===== src/logic/cfl_pkg.sv =====
`default_nettype none
package cfl_pkg;
    localparam int unsigned NUM_CH = 12;
    // register offsets, main page
    localparam logic [7:0] OFF_LOG_CTRL = 8'h47;
    localparam logic [7:0] OFF_UV_EN_LO = 8'h48;
    localparam logic [7:0] OFF_UV_OV_EN = 8'h49;
    localparam logic [7:0] OFF_OV_EN_HI = 8'h4a;
    localparam logic [7:0] OFF_EW_EN_LO = 8'h4b;
    localparam logic [7:0] OFF_EW_EN_HI = 8'h4c;
    localparam logic [7:0] OFF_LOG_LOCK = 8'h5d;
    // register offsets, extended page
    localparam logic [7:0] OFF_FLAG_LO  = 8'h18;
    localparam logic [7:0] OFF_FLAG_HI  = 8'h19;
    // field positions and reset values
    localparam int unsigned UNLOCK_BIT   = 1;
    localparam logic [7:0]  REG_RST      = 8'h00;
    localparam logic [11:0] FLAG_RST     = 12'h000;
    // log content select encodings
    localparam logic [1:0] LOG_BOTH  = 2'h0;
    localparam logic [1:0] LOG_FLAGS = 2'h1;
    localparam logic [1:0] LOG_CONV  = 2'h2;
    localparam logic [1:0] LOG_OFF   = 2'h3;
    // nonvolatile record layout
    localparam logic [3:0] NV_FLAG_LO = 4'h1;
    localparam logic [3:0] NV_FLAG_HI = 4'h2;
    localparam logic [3:0] NV_CONV_0  = 4'h3;
    localparam logic [3:0] NV_LAST    = 4'he;

    typedef struct packed {
        logic [3:0] chan;
        logic [9:0] data;
    } cfl_conv_t;

    typedef struct packed {
        logic [7:0] ov_thr;
        logic [7:0] uv_thr;
        logic [7:0] ew_thr;
        logic       ew_is_ov;
    } cfl_thr_t;

    typedef struct packed {
        logic       we;
        logic [3:0] addr;
        logic [7:0] data;
    } cfl_nv_t;
endpackage : cfl_pkg
`default_nettype wire


===== src/logic/cfl_fault_logger.sv =====
// Function
// - critical fault disables supplies, starts logging
// - only enabled threshold violations trigger logging
// - record written to locations 01h..0Eh
// - after log, lock blocks new records
// - write one to unlock bit releases lock
// - content select picks flags, values, both, none
// - stored conversion values truncated to eight bits
// - channel flags set on over/undervoltage
// - 48h bits enable undervoltage, channels 1-8
// - 49h undervoltage 9-12, overvoltage 1-4
// - flag cleared by writing one, zero ignored
// - flag set only when its enable set
// - evaluate at conversion end, upper eight bits
`default_nettype none
module cfl_fault_logger
#(
    parameter int unsigned NUM_CH = cfl_pkg::NUM_CH
)
(
    // clock and reset
    input  wire logic              clk_sys_in,
    input  wire logic              sys_rst_in,
    // conversion results from the monitoring path
    input  wire logic              conv_done_in,
    input  wire cfl_pkg::cfl_conv_t conv_in,
    input  wire cfl_pkg::cfl_thr_t thr_in,
    // register access port
    input  wire logic              reg_wr_in,
    input  wire logic              reg_rd_in,
    input  wire logic              reg_ext_in,
    input  wire logic [7:0]        reg_addr_in,
    input  wire logic [7:0]        reg_wdata_in,
    output logic [7:0]             reg_rdata_out,
    output logic                   reg_rvalid_out,
    // supply enables
    input  wire logic [NUM_CH-1:0] supply_en_in,
    output logic [NUM_CH-1:0]      supply_en_out,
    output logic                   shutdown_out,
    // nonvolatile log memory
    output cfl_pkg::cfl_nv_t       nv_out,
    input  wire logic              nv_ack_in,
    output logic                   log_locked_out
);
    typedef enum logic [0:0] {ST_IDLE, ST_WRITE} cfl_state_t;

    cfl_state_t        state;
    logic [7:0]        log_ctrl;
    logic [7:0]        uv_en_lo;
    logic [7:0]        uv_ov_en;
    logic [7:0]        ov_en_hi;
    logic [7:0]        ew_en_lo;
    logic [7:0]        ew_en_hi;
    logic [11:0]       flags;
    logic [7:0]        results [NUM_CH];
    logic [7:0]        snap_res [NUM_CH];
    logic [11:0]       snap_flags;
    logic [1:0]        snap_mode;
    logic              locked;
    logic [11:0]       en_uv;
    logic [11:0]       en_ov;
    logic [11:0]       en_ew;
    logic              ov_hit;
    logic              uv_hit;
    logic              ew_hit;
    logic              ch_ok;
    logic [11:0]       ch_sel;
    logic [11:0]       flag_set;
    logic [11:0]       flag_clr;
    logic [11:0]       next_flags;
    logic              crit_evt;
    logic              log_start;
    logic              log_end;
    logic              unlock_wr;
    logic [3:0]        next_addr;

    function automatic logic main_hit(input logic [7:0] a);
        main_hit = reg_wr_in && !reg_ext_in && (reg_addr_in == a);
    endfunction : main_hit

    function automatic logic [3:0] first_addr(input logic [1:0] m);
        first_addr = (m == cfl_pkg::LOG_CONV) ? cfl_pkg::NV_CONV_0
                                              : cfl_pkg::NV_FLAG_LO;
    endfunction : first_addr

    cfl_threshold_cmp i_cfl_threshold_cmp
    (
        .conv_in (conv_in.data),
        .thr_in  (thr_in),
        .ov_out  (ov_hit),
        .uv_out  (uv_hit),
        .ew_out  (ew_hit)
    );

    ////////////////////////////////////////////////////////////////////
    // enable mapping and fault detection
    assign en_uv = {uv_ov_en[3:0], uv_en_lo};
    assign en_ov = {ov_en_hi, uv_ov_en[7:4]};
    assign en_ew = {ew_en_hi[3:0], ew_en_lo};
    assign ch_ok = conv_done_in && (conv_in.chan < 4'(NUM_CH));
    assign ch_sel = ch_ok ? (12'h001 << conv_in.chan) : 12'h000;
    assign flag_set = ch_sel & ((en_uv & {12{uv_hit}}) |
                                (en_ov & {12{ov_hit}}));
    assign crit_evt = |(ch_sel & ((en_uv & {12{uv_hit}}) |
                                  (en_ov & {12{ov_hit}}) |
                                  (en_ew & {12{ew_hit}})));
    assign flag_clr = {reg_wdata_in[3:0] &
                       {4{reg_wr_in && reg_ext_in &&
                          reg_addr_in == cfl_pkg::OFF_FLAG_HI}},
                       reg_wdata_in &
                       {8{reg_wr_in && reg_ext_in &&
                          reg_addr_in == cfl_pkg::OFF_FLAG_LO}}};
    assign next_flags = (flags & ~flag_clr) | flag_set;
    assign unlock_wr = main_hit(cfl_pkg::OFF_LOG_LOCK) &&
                       reg_wdata_in[cfl_pkg::UNLOCK_BIT];
    assign log_start = crit_evt && (state == ST_IDLE) && !locked &&
                       (log_ctrl[1:0] != cfl_pkg::LOG_OFF);
    assign log_end = (state == ST_WRITE) && nv_ack_in &&
                     ((nv_out.addr == cfl_pkg::NV_LAST) ||
                      (snap_mode == cfl_pkg::LOG_FLAGS &&
                       nv_out.addr == cfl_pkg::NV_FLAG_HI));
    assign next_addr = (snap_mode == cfl_pkg::LOG_BOTH &&
                        nv_out.addr == cfl_pkg::NV_FLAG_HI)
                       ? cfl_pkg::NV_CONV_0 : nv_out.addr + 4'h1;

    ////////////////////////////////////////////////////////////////////
    // configuration registers
    always_ff @(posedge clk_sys_in)
    begin
        if (sys_rst_in)
        begin
            log_ctrl <= cfl_pkg::REG_RST;
            uv_en_lo <= cfl_pkg::REG_RST;
            uv_ov_en <= cfl_pkg::REG_RST;
            ov_en_hi <= cfl_pkg::REG_RST;
            ew_en_lo <= cfl_pkg::REG_RST;
            ew_en_hi <= cfl_pkg::REG_RST;
        end
        else
        begin
            if (main_hit(cfl_pkg::OFF_LOG_CTRL))
                log_ctrl <= {6'h00, reg_wdata_in[1:0]};
            if (main_hit(cfl_pkg::OFF_UV_EN_LO))
                uv_en_lo <= reg_wdata_in;
            if (main_hit(cfl_pkg::OFF_UV_OV_EN))
                uv_ov_en <= reg_wdata_in;
            if (main_hit(cfl_pkg::OFF_OV_EN_HI))
                ov_en_hi <= reg_wdata_in;
            if (main_hit(cfl_pkg::OFF_EW_EN_LO))
                ew_en_lo <= reg_wdata_in;
            if (main_hit(cfl_pkg::OFF_EW_EN_HI))
                ew_en_hi <= {4'h0, reg_wdata_in[3:0]};
        end
    end

    ////////////////////////////////////////////////////////////////////
    // fault flags and conversion results
    always_ff @(posedge clk_sys_in)
    begin
        if (sys_rst_in)
            flags <= cfl_pkg::FLAG_RST;
        else
            flags <= next_flags;
    end

    generate
        for (genvar i = 0; i < NUM_CH; i++)
        begin : g_res
            always_ff @(posedge clk_sys_in)
            begin
                if (sys_rst_in)
                    results[i] <= 8'h00;
                else if (ch_sel[i])
                    results[i] <= conv_in.data[9:2];
            end
        end
    endgenerate

    ////////////////////////////////////////////////////////////////////
    // register read
    always_ff @(posedge clk_sys_in)
    begin
        if (sys_rst_in)
        begin
            reg_rdata_out  <= 8'h00;
            reg_rvalid_out <= 1'b0;
        end
        else
        begin
            reg_rvalid_out <= reg_rd_in;
            reg_rdata_out  <= 8'h00;
            if (reg_rd_in && reg_ext_in)
            begin
                case (reg_addr_in)
                    cfl_pkg::OFF_FLAG_LO: reg_rdata_out <= flags[7:0];
                    cfl_pkg::OFF_FLAG_HI: reg_rdata_out <= {4'h0, flags[11:8]};
                    default:              reg_rdata_out <= 8'h00;
                endcase
            end
            else if (reg_rd_in)
            begin
                case (reg_addr_in)
                    cfl_pkg::OFF_LOG_CTRL: reg_rdata_out <= log_ctrl;
                    cfl_pkg::OFF_UV_EN_LO: reg_rdata_out <= uv_en_lo;
                    cfl_pkg::OFF_UV_OV_EN: reg_rdata_out <= uv_ov_en;
                    cfl_pkg::OFF_OV_EN_HI: reg_rdata_out <= ov_en_hi;
                    cfl_pkg::OFF_EW_EN_LO: reg_rdata_out <= ew_en_lo;
                    cfl_pkg::OFF_EW_EN_HI: reg_rdata_out <= ew_en_hi;
                    cfl_pkg::OFF_LOG_LOCK:
                        reg_rdata_out <= {6'h00, locked, 1'b0};
                    default:               reg_rdata_out <= 8'h00;
                endcase
            end
        end
    end

    ////////////////////////////////////////////////////////////////////
    // supply shutdown
    always_ff @(posedge clk_sys_in)
    begin
        if (sys_rst_in)
        begin
            shutdown_out  <= 1'b0;
            supply_en_out <= '0;
        end
        else
        begin
            if (crit_evt)
                shutdown_out <= 1'b1;
            supply_en_out <= (crit_evt || shutdown_out) ? '0 : supply_en_in;
        end
    end

    ////////////////////////////////////////////////////////////////////
    // log lock, set wins over unlock
    always_ff @(posedge clk_sys_in)
    begin
        if (sys_rst_in)
            locked <= 1'b0;
        else if (log_end)
            locked <= 1'b1;
        else if (unlock_wr)
            locked <= 1'b0;
    end
    assign log_locked_out = locked;

    ////////////////////////////////////////////////////////////////////
    // record writer
    always_ff @(posedge clk_sys_in)
    begin
        if (sys_rst_in)
        begin
            state      <= ST_IDLE;
            nv_out     <= '0;
            snap_flags <= cfl_pkg::FLAG_RST;
            snap_mode  <= cfl_pkg::LOG_BOTH;
            for (int i = 0; i < NUM_CH; i++)
                snap_res[i] <= 8'h00;
        end
        else
        begin
            case (state)
                ST_IDLE:
                begin
                    if (log_start)
                    begin
                        state      <= ST_WRITE;
                        snap_flags <= next_flags;
                        snap_mode  <= log_ctrl[1:0];
                        for (int i = 0; i < NUM_CH; i++)
                            snap_res[i] <= ch_sel[i] ? conv_in.data[9:2]
                                                     : results[i];
                        nv_out.we   <= 1'b1;
                        nv_out.addr <= first_addr(log_ctrl[1:0]);
                        nv_out.data <= (log_ctrl[1:0] == cfl_pkg::LOG_CONV)
                                       ? (ch_sel[0] ? conv_in.data[9:2]
                                                    : results[0])
                                       : next_flags[7:0];
                    end
                end
                ST_WRITE:
                begin
                    if (log_end)
                    begin
                        state     <= ST_IDLE;
                        nv_out.we <= 1'b0;
                    end
                    else if (nv_ack_in)
                    begin
                        nv_out.addr <= next_addr;
                        if (next_addr == cfl_pkg::NV_FLAG_HI)
                            nv_out.data <= {4'h0, snap_flags[11:8]};
                        else
                            nv_out.data <= snap_res[4'(next_addr -
                                                    cfl_pkg::NV_CONV_0)];
                    end
                end
                default:
                    state <= ST_IDLE;
            endcase
        end
    end
endmodule : cfl_fault_logger
`default_nettype wire


===== src/logic/cfl_threshold_cmp.sv =====
`default_nettype none
module cfl_threshold_cmp
(
    // conversion and limits
    input  wire logic [9:0] conv_in,
    input  wire cfl_pkg::cfl_thr_t thr_in,
    // comparison results
    output logic            ov_out,
    output logic            uv_out,
    output logic            ew_out
);
    logic [7:0] top8;

    // only the upper eight bits meet the limits
    assign top8   = conv_in[9:2];
    assign ov_out = top8 > thr_in.ov_thr;
    assign uv_out = top8 < thr_in.uv_thr;
    assign ew_out = thr_in.ew_is_ov ? (top8 > thr_in.ew_thr)
                                    : (top8 < thr_in.ew_thr);
endmodule : cfl_threshold_cmp
`default_nettype wire


===== config.mk =====
export PLATFORM = sky130hd
export DESIGN_NAME = cfl_fault_logger
export DESIGN_NICKNAME = d
export VERILOG_FILES = /design/src/logic/cfl_pkg.sv /design/src/logic/cfl_fault_logger.sv /design/src/logic/cfl_threshold_cmp.sv
export SDC_FILE = /design/constraint.sdc
export NUM_CORES = 1
export LEC_CHECK = 0
export ABC_AREA = 1
export BUFFER_PORTS_ARGS = -buffer_cell sky130_fd_sc_hd__buf_2
export CAP_MARGIN = 20
export CORE_MARGIN = 2
export CORE_UTILIZATION = 30
export CTS_CLUSTER_SIZE = 20
export DETAILED_ROUTE_END_ITERATION = 6
export PLACE_DENSITY = 0.43
export SETUP_SLACK_MARGIN = 0.02
export SYNTH_ARGS = -nofsm -noshare
export SYNTH_HDL_FRONTEND = slang
export SYNTH_SLANG_ARGS = --single-unit

===== constraint.sdc =====
create_clock -name clk_sys_in -period 6.9 [get_ports clk_sys_in]
set_input_delay 1.725 -clock clk_sys_in [delete_from_list [all_inputs] [get_ports clk_sys_in]]
set_output_delay 1.725 -clock clk_sys_in [all_outputs]
set_load 0.01 [all_outputs]

==> results.tsv <==
stage	metric	value	unit
outcome	status	complete, no violations	
logic_synthesis	synth_ff_type	edfxtp_1	
global_routing	grtUsageTotal	18.7	%
logic_synthesis	yosysMostFrequentCell	nand2_1	
floorplanning	die_h	218	um
cts	clk_latency	0.55	ns
global_routing	grt_max_degree	82	
worst_setup_path	reg2reg_to	nv_out[0]	
placement	place_ws	1.54	ns
worst_setup_path	crit_path_max_fanout	60	
placement	post-place-cells	2247	
routing	routed_wl	44.3	mm
cts	htree_levels	2	
placement	place_area	14800	sq um
power	p_leak	6.47	nW
logic_synthesis	yosys.area.top_type	edfxtp_1	
floorplanning	start_util	30.3	%
timing	rsz0062_at_grt	false	
logic_synthesis	yosys-top-cells-count	nand2_1, nor2_1, edfxtp_1	
power	powerDensity	248	nW/um^2
cts	holdBufCountCts	0	
timing	period_needed	4.85	ns
cts	postCtsSetupRepairBufs	0	
job	max_cap_violations	0	
worst_setup_path	reg2reg_slack	3.23	ns
cells_and_area	nets	1786	
logic_synthesis	netlist_instances	1590	
cells_and_area	utilization	35.1	%
cts	cts_root_buffer	clkbuf_16	
timing	slew_violations	0	
placement	numPortBuffers	107	
timing	setup_ws	2.05	ns
timing	max_freq	206	MHz
timing	hold_viol_final	0	
cells_and_area	syn_to_final_growth	15.9	%
worst_setup_path	worstRegToRegCells	15	
routing	antenna_left	0	
floorplanning	die-area	47500	sq um
cts	cts_resized	0	
hold_path	whs_endpoint	nv_out[12]	
global_routing	grt_pass1_wl	66.6	mm
routing	vias_per_cell	4.81	
logic_synthesis	syn-cell-area	13700	sq um
worst_setup_path	cp_data_required_time	7.19	ns
routing	drtIter0Drc	730	
logic_synthesis	syn_area_per_cell	8.63	sq um
logic_synthesis	syn_nets	1691	
power	finalPower	3.94	mW
global_routing	globalRouteOverflowTotal	0	
timing	tightest_slew	1.06	ns
global_routing	antenna_found_initial	0	
worst_setup_path	worst_ep_arrival_time	5.14	ns
routing	wl_per_cell	19.2	um
cts	path_clk_slew	0.06	ns
floorplanning	ios	110	
logic_synthesis	synth-seq-cells	285	
logic_synthesis	synth.top_cells.by_area	edfxtp_1, dfxtp_1, nand2_1	
timing	timing.setup.tns	0	ns
logic_synthesis	postSynth.asyncResetShare	0	%
placement	hpwl	30.6	mm
logic_synthesis	synth_top_area_share	42.0	%
worst_setup_path	worst-setup-path-type	in2reg	
logic_synthesis	yosysWarnings	0	
worst_setup_path	cp-start-kind	input pin	
timing	timing.hold.ws	0.459	ns
cts	cts_sinks	285	
timing	fin_skew	0.0194	ns
logic_synthesis	synth_edf_count	192	
floorplanning	fp-row-count	78	
placement	gp_congestion	0.831	
hold_path	min_from	nv_out[12]	
global_routing	grt_pass1_vias	10775	
hold_path	hold_path.class	reg2reg	
logic_synthesis	synthDistinctLibCells	48	
cells_and_area	drive_above_1_share	13.7	%
logic_synthesis	yosysSeqAreaShare	55.6	%
worst_setup_path	regToRegStartpoint	nv_out[8]	
cells_and_area	diodes	0	
cells_and_area	fin_area	15900	sq um
cts	clock_path_buffers	3	
floorplanning	coreArea	45300	sq um
hold_path	hold_depth	2	
routing	drcViolationCount	0	
worst_setup_path	crit_path_end_kind	register	
cts	cts_tree	done	
timing	final-setup-viol-count	0	
timing	fin_crit_sh	70.4	%
routing	dr_total_vias	11113	
worst_setup_path	critPathLaunch	conv_in[12]	
cts	numCtsBuffers	36	
timing	slew_headroom	29.6	%
floorplanning	die_x	218	um
power	ir_drop	0.000133	V
routing	firstDrtPassIters	5	
cells_and_area	layout.cells.non_filler	2310	
==> worst max-delay path, stage by stage <==
cell	delay, ns
buf_2	0.11
inv_1	0.06
nor2_1	0.04
nand2_1	0.16
inv_2	0.05
nand2_1	0.42
clkinv_1	0.57
nand2_1	0.26
nand2_1	0.07
inv_1	0.06
nand2_1	0.05
nor2_1	0.10
nand2_2	0.16
nand2_4	0.26
nand2_4	0.50
buf_4	0.45
==> how the worst max path moves through the flow <==
stage,to,slack [ns],cells after the start
4_1_cts,snap_res[9][6],2.11,15
2_1_floorplan,snap_res[0][0],0.79,21
3_3_place_gp,snap_res[9][6],1.52,15
3_5_place_dp,snap_res[8][6],1.54,15
6_report,snap_res[7][4],2.05,16
5_1_grt,snap_res[8][3],1.83,16
==> final cells by class <==
| cell class | instances | area [sq um] |
|---|---|---|
| tap | 600 | 751 |
| clock inverter | 17 | 109 |
| sequential | 285 | 7630 |
| clock buffer | 46 | 980 |
| inverter | 162 | 613 |
| timing repair buffer | 121 | 653 |
| multi-input combinational | 1079 | 5180 |
| fill | 4805 | 29400 |
==> state kept, by name, summed over array words and instances (netlist names) <==
signal,flops
reg_rdata_out,8
snap_flags,4
snap_mode,2
uv_ov_en,8
results,96
shutdown_out,1
supply_en_out,12
log_ctrl,2
log_locked_out,1
snap_res,96
flags,12
ew_en_hi,4
state,1
uv_en_lo,8
nv_out,13
reg_rvalid_out,1
ov_en_hi,8
ew_en_lo,8
==> cells by family (layout without fill, tap and decap cells) <==
logic type / count (synthesis) / after routing / synth area share (%)
XOR/XNOR: 3 / 3 / 0.246
AND/OR/NAND/NOR: 727 / 727 / 21.3
adder cells (fa/ha/maj): 27 / 27 / 2.46
buffers and inverters: 226 / 346 / 6.81
AO/OA/AOI/OAI: 322 / 322 / 13.7
flip-flops: 285 / 285 / 55.6
==> cell usage in the layout (no fill, tap or decap), types with 3 or more instances in the layout <==
cell type	instances
o211ai_1	3
clkinv_1	23
o22ai_1	33
o221ai_1	3
ha_1	27
edfxtp_1	192
nor2_2	3
nand2_2	4
nand3b_1	7
buf_4	13
a31oi_1	8
nor3_2	3
nand3_1	52
buf_2	107
a21oi_2	39
clkbuf_1	7
dfxtp_1	93
inv_6	3
o21ai_0	93
clkinv_2	7
inv_2	8
o31ai_1	5
nand4_1	5
clkbuf_16	37
a21oi_1	124
nand2_1	381
nor2_1	257
nor3_1	7
inv_1	137
==> layer usage <==
| layer | track usage (%) | vias to the layer above | part of all wire [%] | wire length [um] |
|---|---|---|---|---|
| met1 | 26.8 | 5346 | 49 | 21600 |
| met2 | 28.9 | 212 | 45 | 19800 |
| met5 | 0 | - | 0 | 0 |
| met4 | 4.88 | 0 | 1.9 | 861 |
| met3 | 3.33 | 52 | 4.6 | 2040 |
| li1 | - | 5503 | - | - |
==> report_power, final <==
| part | internal [mW] | switching (mW) |
|---|---|---|
| logic | 0.0665 | 0.177 |
| registers | 1.88 | 0.0185 |
| clock network | 1.04 | 0.755 |
Power figures use the tool's default switching activity.
